### src/inc/volt_set_a_pkg.sv
// Notes on behaviour
// - Bit 7 of the first core buck A register picks synchronous (0) or sleep (1) when set A is used.
// - Bits 6:0 of the first core buck A register are a voltage code from 0.30 V in 10 mV steps to 1.57 V.
// - Bit 7 of the processor buck A register picks sleep when set and synchronous when clear under set A.
// - Bit 7 of the memory buck A register picks sleep when set and synchronous when clear under set A.
// - Bit 7 of the I/O buck A register picks sleep when set and synchronous when clear under set A.
// - Bit 7 of the peripheral buck A register picks sleep when set and synchronous when clear under set A.
// - Bit 7 of the first linear regulator A register picks normal (0) or sleep (1) under set A.
// - Bits 5:0 of the first linear regulator A register are a code from 0.60 V in 20 mV steps; bit 6 is reserved.
// - With a buck mode field of 00, sleep or synchronous follows the mode bit of the selected set; with set B selected the code always gives synchronous.
package volt_set_a_pkg;
  localparam int          NUM_RAILS       = 6;
  localparam int          WB_ADDR_W       = 10;
  localparam int          REG_W           = 8;
  localparam logic [7:0]  IDX_CORE1       = 8'ha4;
  localparam logic [7:0]  IDX_PROC        = 8'ha5;
  localparam logic [7:0]  IDX_MEM         = 8'ha6;
  localparam logic [7:0]  IDX_IO          = 8'ha7;
  localparam logic [7:0]  IDX_PERI        = 8'ha8;
  localparam logic [7:0]  IDX_LINREG1     = 8'ha9;
  localparam int          SLEEP_BIT       = 7;
  localparam int          LINREG_RSVD_BIT = 6;
  localparam logic [7:0]  REG_RESET       = 8'h00;
  localparam logic [7:0]  LINREG_WMASK    = 8'hbf;
  localparam logic [7:0]  BUCK_WMASK      = 8'hff;
  localparam logic [1:0]  MODE_FOLLOW_SET = 2'h0;
  localparam logic [1:0]  MODE_SLEEP      = 2'h1;
  localparam logic [1:0]  MODE_SYNC       = 2'h2;
  localparam logic [1:0]  MODE_AUTO       = 2'h3;
  localparam int          NUM_BUCKS       = 5;
endpackage : volt_set_a_pkg

### src/hdl/volt_set_a_regs.sv
`timescale 1ns/1ps
module volt_set_a_regs (
  // Clock, reset, enable
  input  wire logic                                CORE_CLK,
  input  wire logic                                NRST,
  input  wire logic                                CLK_EN,
  // Wishbone slave
  input  wire logic                                CYC_I,
  input  wire logic                                STB_I,
  input  wire logic                                WE_I,
  input  wire logic [volt_set_a_pkg::WB_ADDR_W-1:0] ADR_I,
  input  wire logic [3:0]                          SEL_I,
  input  wire logic [31:0]                         DAT_I,
  output logic      [31:0]                         DAT_O,
  output logic                                     ACK_O,
  output logic                                     ERR_O,
  // Set selection and buck mode fields
  input  wire logic [volt_set_a_pkg::NUM_BUCKS-1:0] SET_B_SEL,
  input  wire logic [2*volt_set_a_pkg::NUM_BUCKS-1:0] BUCK_MODE_FIELD,
  // Rail controls
  output logic [volt_set_a_pkg::NUM_BUCKS-1:0]     BUCK_SLEEP,
  output logic [6:0]                               CORE1_BUCK_VOLTAGE_CODE_A,
  output logic [6:0]                               PROCESSOR_BUCK_VOLTAGE_CODE_A,
  output logic [6:0]                               MEMORY_BUCK_VOLTAGE_CODE_A,
  output logic [6:0]                               IO_BUCK_VOLTAGE_CODE_A,
  output logic [6:0]                               PERIPHERAL_BUCK_VOLTAGE_CODE_A,
  output logic [5:0]                               LINREG_ONE_VOLTAGE_CODE_A,
  output logic                                     LINREG_ONE_SLEEP_SEL_A
);
  import volt_set_a_pkg::*;

  logic [REG_W-1:0]     regs [NUM_RAILS];
  logic [REG_W-1:0]     next_rdata;
  logic [2:0]           hit_idx;
  logic                 hit;
  logic                 req;
  logic [7:0]           widx;
  logic [NUM_BUCKS-1:0] sleep_b_reg;
  logic [NUM_BUCKS-1:0] next_sleep;

  // Set B lives elsewhere; its sleep bit is tied to zero here
  assign sleep_b_reg = '0;
  assign widx        = ADR_I[WB_ADDR_W-1:2];
  assign req         = CYC_I && STB_I && !ACK_O && !ERR_O;

  always_comb begin
    hit     = 1'b1;
    hit_idx = 3'h0;
    case (widx)
      IDX_CORE1:   hit_idx = 3'h0;
      IDX_PROC:    hit_idx = 3'h1;
      IDX_MEM:     hit_idx = 3'h2;
      IDX_IO:      hit_idx = 3'h3;
      IDX_PERI:    hit_idx = 3'h4;
      IDX_LINREG1: hit_idx = 3'h5;
      default:     hit     = 1'b0;
    endcase
  end

  genvar g;
  generate
    for (g = 0; g < NUM_RAILS; g++) begin : g_rail
      rail_set_reg #(
        .WMASK ((g == NUM_RAILS - 1) ? LINREG_WMASK : BUCK_WMASK)
      ) u_reg (
        .clk   (CORE_CLK),
        .nrst  (NRST),
        .en    (CLK_EN),
        .wr    (req && hit && WE_I && SEL_I[0] && (hit_idx == 3'(g))),
        .wdata (DAT_I[REG_W-1:0]),
        .value (regs[g])
      );
    end
  endgenerate

  assign next_rdata = hit ? regs[hit_idx] : REG_RESET;

  // One wait cycle; unmapped addresses answer with an error
  always_ff @(posedge CORE_CLK or negedge NRST) begin
    if (!NRST) begin
      ACK_O <= 1'b0;
    end else if (CLK_EN) begin
      ACK_O <= req && hit;
    end
  end

  always_ff @(posedge CORE_CLK or negedge NRST) begin
    if (!NRST) begin
      ERR_O <= 1'b0;
    end else if (CLK_EN) begin
      ERR_O <= req && !hit;
    end
  end

  // Zero outside a read answer, so nothing stale shows on the bus
  always_ff @(posedge CORE_CLK or negedge NRST) begin
    if (!NRST) begin
      DAT_O <= 32'h0;
    end else if (CLK_EN) begin
      DAT_O <= {24'h0, (req && hit && !WE_I) ? next_rdata : 8'h00};
    end
  end

  // Effective sleep per buck
  always_comb begin
    for (int i = 0; i < NUM_BUCKS; i++) begin
      case (BUCK_MODE_FIELD[2*i +: 2])
        MODE_FOLLOW_SET: next_sleep[i] = SET_B_SEL[i] ? sleep_b_reg[i]
                                                       : regs[i][SLEEP_BIT];
        MODE_SLEEP:      next_sleep[i] = 1'b1;
        MODE_SYNC:       next_sleep[i] = 1'b0;
        MODE_AUTO:       next_sleep[i] = 1'b0;
        default:         next_sleep[i] = 1'b0;
      endcase
    end
  end

  always_ff @(posedge CORE_CLK or negedge NRST) begin
    if (!NRST) begin
      BUCK_SLEEP                     <= '0;
      CORE1_BUCK_VOLTAGE_CODE_A      <= 7'h00;
      PROCESSOR_BUCK_VOLTAGE_CODE_A  <= 7'h00;
      MEMORY_BUCK_VOLTAGE_CODE_A     <= 7'h00;
      IO_BUCK_VOLTAGE_CODE_A         <= 7'h00;
      PERIPHERAL_BUCK_VOLTAGE_CODE_A <= 7'h00;
      LINREG_ONE_VOLTAGE_CODE_A      <= 6'h00;
      LINREG_ONE_SLEEP_SEL_A         <= 1'b0;
    end else if (CLK_EN) begin
      BUCK_SLEEP                     <= next_sleep;
      CORE1_BUCK_VOLTAGE_CODE_A      <= regs[0][6:0];
      PROCESSOR_BUCK_VOLTAGE_CODE_A  <= regs[1][6:0];
      MEMORY_BUCK_VOLTAGE_CODE_A     <= regs[2][6:0];
      IO_BUCK_VOLTAGE_CODE_A         <= regs[3][6:0];
      PERIPHERAL_BUCK_VOLTAGE_CODE_A <= regs[4][6:0];
      LINREG_ONE_VOLTAGE_CODE_A      <= regs[5][5:0];
      LINREG_ONE_SLEEP_SEL_A         <= regs[5][SLEEP_BIT];
    end
  end

  // Fixed modes and the set B case for every buck
  for (genvar b = 0; b < NUM_BUCKS; b++) begin : g_mode_chk

  end
endmodule : volt_set_a_regs

### src/hdl/rail_set_reg.sv
`timescale 1ns/1ps
module rail_set_reg
  import volt_set_a_pkg::*;
#(
  parameter logic [7:0] WMASK = 8'hff
) (
  input  wire logic             clk,
  input  wire logic             nrst,
  input  wire logic             en,
  input  wire logic             wr,
  input  wire logic [REG_W-1:0] wdata,
  output logic      [REG_W-1:0] value
);
  // Masked bits stay at reset value, so a reserved bit always reads zero
  always_ff @(posedge clk or negedge nrst) begin
    if (!nrst) begin
      value <= REG_RESET;
    end else if (en && wr) begin
      value <= wdata & WMASK;
    end
  end
endmodule : rail_set_reg

### config.mk
export PLATFORM = sky130hd
export DESIGN_NAME = volt_set_a_regs
export DESIGN_NICKNAME = d
export VERILOG_FILES = /design/src/inc/volt_set_a_pkg.sv /design/src/hdl/volt_set_a_regs.sv /design/src/hdl/rail_set_reg.sv
export SDC_FILE = /design/constraint.sdc
export NUM_CORES = 1
export LEC_CHECK = 0
export ABC_AREA = 1
export BUFFER_PORTS_ARGS = -buffer_cell sky130_fd_sc_hd__buf_2
export CORE_AREA = 2 2 135 137
export DETAILED_ROUTE_END_ITERATION = 8
export DIE_AREA = 0 0 137 139
export HOLD_SLACK_MARGIN = 0.08
export PLACE_DENSITY_LB_ADDON = 0.1
export SLEW_MARGIN = 40
export SYNTH_ARGS = -nofsm -noshare
export SYNTH_HDL_FRONTEND = slang
export SYNTH_HIERARCHICAL = 1
export SYNTH_SLANG_ARGS = --single-unit
### constraint.sdc
create_clock -name CORE_CLK -period 2.55 [get_ports CORE_CLK]
set_clock_uncertainty 0.05 [all_clocks]
set_input_delay 0.3825 -clock CORE_CLK [delete_from_list [all_inputs] [get_ports CORE_CLK]]
set_output_delay 0.3825 -clock CORE_CLK [all_outputs]
set_load 0.02 [all_outputs]
[Word-level counts from Yosys, hierarchy flattened]
Index checks and enable logic that the tools add are counted.
Widths: inputs -> output; s select.
Storage, ports and cells
  bits in registers: 104
  word-level logic and storage cells: 98
Operators by class
  order comparisons: 1
  equality and inequality tests: 26
  bitwise operators: 1
  reductions and logical operators: 36
  muxes and demuxes: 17
Operator list (number)
  $eq 8x8->1 const B: 6
  $mux 8: 4
  $bmux 8 s3: 1
  $eq 2x2->1 const B: 10
  $logic_and 1x1->1: 20
  $pmux 1 s3: 5
  $pmux 3 s5: 1
  $eq 2x1->1 const B: 5
  $logic_not 2->1: 5
  $reduce_or 2->1: 5
  $eq 3x2->1 const B: 2
  $eq 3x3->1 const B: 2
  $mux 1: 6
  $reduce_or 6->1: 1
  $ge 4x4->1 const B: 1
  $logic_not 1->1: 4
  $not 3->4: 1
  $eq 3x1->1 const B: 1
  $logic_not 3->1: 1

[Depth between registers and ports, before layout]
  depth after elaboration: 8
  mapped depth: 13
  mapped depth without buffers: 12

[By module]
Netlist, hierarchy kept.
Modules (own cells, without submodules)
  volt_set_a_regs: times used 1, sequential area each 1426.4 um2, cells each 431, area an instance 3203.1 um2
  rail_set_reg at g_rail[0].u_reg ...: times used 5, sequential area each 200.2 um2, cells each 35, area an instance 342.8 um2
  rail_set_reg at g_rail[5].u_reg: times used 1, sequential area each 175.2 um2, cells each 33, area an instance 290.3 um2

[Least setup slack after synthesis]
Ideal clock, no wire load.
  path kind: input -> register
  from: input ADR_I[8] in the netlist's numbering
  to: register g_rail[3].u_reg.value[6]
  buffers on the path: 2
  path slack: 0.774 ns
  arrival: 1.610 ns
  stages on the path: 12
  path through: inv_1 nand2_2 nor2_4 buf_6 nand3_2 nand2_2 nand3_1 nor4_1 buf_6 nand2_8 nand2_1 nand2_1
Between the ends
  longest elaborated chain between the ends: 8
  elaborated cells between the ends (all ways): 15
  those cells by class: eq/ne (7); mux (2); reduce/logical (6)
RTL lines
  from (decl): RTL line volt_set_a_regs.sv:11  | input wire logic [volt_set_a_pkg::WB_ADDR_W-1:0] ADR_I,
  $eq 8x8->1: RTL line volt_set_a_regs.sv:49  | case (widx)
  $reduce_or 6->1 (no line)
  $mux 1: RTL line volt_set_a_regs.sv:49
  $logic_and 1x1->1 (3 in series): RTL line volt_set_a_regs.sv:69  | .wr (req && hit && WE_I && SEL_I[0] && (hit_idx == 3'(g))),
  $logic_and 1x1->1 *: RTL line volt_set_a_regs.sv:69
  $logic_and 1x1->1 *: RTL line rail_set_reg.sv:18  | end else if (en && wr) begin
  to (signal assigned): RTL line rail_set_reg.sv:19  | value <= wdata & WMASK;
  to (decl): RTL line rail_set_reg.sv:12  | output logic [REG_W-1:0] value
Mark *: on every way between the ends. The rest lies on a longest branch, timed or not.
A chain may end at the register's enable or synchronous reset.

[Final worst setup path]
  from: register ACK_O
  to: register g_rail[3].u_reg.value[1]
Between the ends
  longest elaborated chain between the ends: 8
RTL lines
  from (decl): RTL line volt_set_a_regs.sv:15  | output logic ACK_O,
  from (signal assigned): RTL line volt_set_a_regs.sv:83  | ACK_O <= req && hit;
  $logic_not 1->1: RTL line volt_set_a_regs.sv:44  | assign req = CYC_I && STB_I && !ACK_O && !ERR_O;
  $logic_and 1x1->1 (2 in series): RTL line volt_set_a_regs.sv:44
  $logic_and 1x1->1 (4 in series): RTL line volt_set_a_regs.sv:69
  $logic_and 1x1->1: RTL line rail_set_reg.sv:18
Every way passes these cells.

==> results.md <==
* Iter 0 DRT Violations at 312
* Num rows at 49
* ANT nets after route at 0
* RR Endpoint: g_rail[3].u_reg/value[1]
* Post-synth cell types at 26
* Inst Count DP at 942
* CTS tree: done
* Clk_lat worst skew at 0.35 ns
* Worst Setup End Kind: flop
* Via count at 4349
* Die span in y at 139 um
* Setup slack, reg-to-reg at 0.69 ns
* Worst-path maximum fanout at 9
* Final setup vio count at 0
* Nets at 792
* Crit path capture: g_rail[3].u_reg/value[1]
* Fin area at 6100 um2
* Cell count after synthesis at 639
* Cells taking the most area after synthesis: dfrtp_1 (50%), nand2_1 (18%), nand3_1 (8.2%)
* Total Routed Length at 15.0 mm
* Core area at 17700 um2
* Vias per std cell at 4.54
* P per Cell Area at 558 nW/um2
* Total gr overflow at 0
* Antenna cells at 0
* Fin crit period at 1.86 ns
* CTS root buf: clkbuf_16
* Hpwl dp at 10.6 mm
* Share of layout cells above drive strength 1 at 20.2%
* Seq pwr share at 49.0%
* Comb pwr share at 7.5%
* DR pass1 iterations at 4
* RSZ-0062 raised after global routing: false
* Avg Inst Size Synth at 8.15 um2
* Post-route insts no fill at 957
* Fillers at 1940
* Power share of the clock group at 43.5%
* Setup CP Type: flop to flop
* Cell taking the most area after synthesis: dfrtp_1
* Initial core utilization at 29.5%
* Wire per inst at 15.7 um
* Largest net degree at the start of global routing at 85
* Area grow syn2layout at 17.1%
* Internal at 0.00259 W
* Post-layout util at 34.5%
* Min Hold Slack at 0.151 ns
* CTS buffer count at 9
* Register bit total from synthesis at 104
* I/O pin cnt at 148
* Critical Path Start: ACK_O
* Fin crit share at 73.0%
* First-pass GRT wire length at 23.9 mm
* Initial antenna violation count at 0
* Least-Margin Pin Slew at 0.624 ns
* Outcome: completed
* Number of global-route vias before repair at 4353
* Max Buffers Root-to-Sink at 2
* Seq/Total Area, Yosys at 50.0%
* # DRC at 0
* CP Launch Type: flop
* CTS sink cnt at 104
* H-Tree Depth at 3
* Top-area cell type share of the netlist area at 50.0%
* Global router's overall resource usage at 16.4%
* Final setup TNS at 0 ns
* Die width at 137 um
* Psw at 0.000812 W
* Fmax at 537 MHz
* LEAKAGE at 3.41 nW
* Mapped cell area at 5210 um2
* Post-CTS Setup Bufs at 0
* Yosys warns at 6
* Slew Limit Headroom at 58.4%
* Endpoints failing hold at 0
* Worst-case vdd ir drop at 302 uV
* FF-to-FF path depth at 9
* Fin. max-slew vios at 0
* WP data required at 2.74 ns
* IO Port Bufs at 94
* Worst-path clk slew at 0.07 ns
* Switching Share at 23.8%
* Hold crit path type: input port to flop
* Placed cell areas at 5780 um2
* Crit path DAT at 2.06 ns
* Maxcap violations at 0
* Placer Congestion at 0.861
* DIE AREA at 19000 um2
* Critical R2R Launch: ACK_O
[registers in the layout (all words and copies together) (netlist names)]
| register | cells |
|---|---|
| DAT_O | 8 |
| ACK_O | 1 |
| ERR_O | 1 |
| IO_BUCK_VOLTAGE_CODE_A | 7 |
| g_rail.u_reg/value | 47 |
| LINREG_ONE_SLEEP_SEL_A | 1 |
| PROCESSOR_BUCK_VOLTAGE_CODE_A | 7 |
| LINREG_ONE_VOLTAGE_CODE_A | 6 |
| BUCK_SLEEP | 5 |
| MEMORY_BUCK_VOLTAGE_CODE_A | 7 |
| PERIPHERAL_BUCK_VOLTAGE_CODE_A | 7 |
| CORE1_BUCK_VOLTAGE_CODE_A | 7 |
[worst min-delay path by stage]
| stage | startpoint | to | slack, ns | cells past startpoint |
|---|---|---|---|---|
| after floorplan | NRST | ACK_O | 0.04 | 0 |
| after global placement | NRST | BUCK_SLEEP[2] | 0.21 | 1 |
| after detailed placement | NRST | BUCK_SLEEP[2] | 0.21 | 1 |
| after CTS | BUCK_MODE_FIELD[5] | BUCK_SLEEP[2] | 0.14 | 2 |
| after global routing | BUCK_MODE_FIELD[1] | BUCK_SLEEP[0] | 0.14 | 2 |
| final | BUCK_MODE_FIELD[1] | BUCK_SLEEP[0] | 0.15 | 2 |
[power groups by stage]
stage          registers, W  clock network, W  logic [W]
6_report            0.00167           0.00148   0.000254
5_1_grt             0.00167           0.00160   0.000282
4_1_cts             0.00167           0.00154   0.000260
3_5_place_dp        0.00170                 0   0.000258
3_3_place_gp        0.00170                 0   0.000256
2_1_floorplan       0.00172                 0   0.000148
[Yosys cell counts]
cell type  number
a21oi_1         1
buf_2           8
buf_4          26
buf_6          12
clkbuf_1       11
clkinv_1        6
conb_1          2
dfrtp_1       104
inv_1          33
inv_2           4
nand2_1       255
nand2_2         7
nand2_4         3
nand2_8         5
nand3_1        85
nand3_2         1
nand3b_1       13
nand4_1        17
nor2_1         20
nor2_4          1
nor2_8          1
nor3_1          2
nor3_2          1
nor4_1          1
o21ai_0        15
o31ai_1         5
[metal layers]
metal,part of all wire [%],wire length [um],track usage [%]
met5,0,0,0
met4,2.0,293,4.72
met3,3.7,550,3.25
met2,47,7060,26.6
met1,47,7080,22.1
[metrics by stage]
stage	worst slack (ns)	total power [W]
global placement	0.357	0.00196
floorplan	0.774	0.00186
detailed placement	0.331	0.00196
global route	0.546	0.00355
finish	0.688	0.00341
CTS	0.671	0.00346
[critical path, stage by stage, from the launching register on]
cell	delay [ns]
dfrtp_1	0.38
inv_1	0.07
nand4_1	0.10
nor2_1	0.27
nand3_1	0.21
nor4_2	0.22
buf_4	0.24
nand2_8	0.08
nand2_1	0.08
nand2_1	0.05
[cells by family (layout without fill, tap and decap cells)]
| family | after synthesis | in the layout | synth area share (%) |
|---|---|---|---|
| DFF | 104 | 104 | 50.0 |
| AOI/OAI and AO/OA | 21 | 21 | 2.26 |
| buffers and inverters | 100 | 166 | 11.0 |
| and+or+nand+nor | 412 | 412 | 36.6 |
| other | 2 | 25 | 0.144 |
[timing repair]
action | 4_1_cts | 5_1_grt
hold buffers | 1 | 0
resized for setup | 0 | 0
endpoints found under the hold margin | 12 | 0
[layout by cell type (no fill, tap or decap), drive strengths merged]
cell type    netlist  final
a21oi              1      1
buf               46    108
bufinv             0      2
clkbuf            11     10
clkinv             6      8
conb               2     25
dfrtp            104    104
dlygate4sd3        0      1
inv               37     37
nand2            270    270
nand3             86     86
nand3b            13     13
nand4             17     17
nor2              22     22
nor3               3      3
nor4               1      1
o21ai             15     15
o31ai              5      5
[layout make-up]
class | count | area [um2] | area share, %
sequential | 104 | 2600 | 42.7
multi-input combinational | 458 | 2120 | 34.8
timing repair buffer | 109 | 616 | 10.1
tap | 229 | 287 | 4.70
clock buffer | 10 | 239 | 3.92
inverter | 43 | 161 | 2.65
clock inverter | 4 | 70.1 | 1.15
Note: power is estimated with default switching activity, not from simulation.
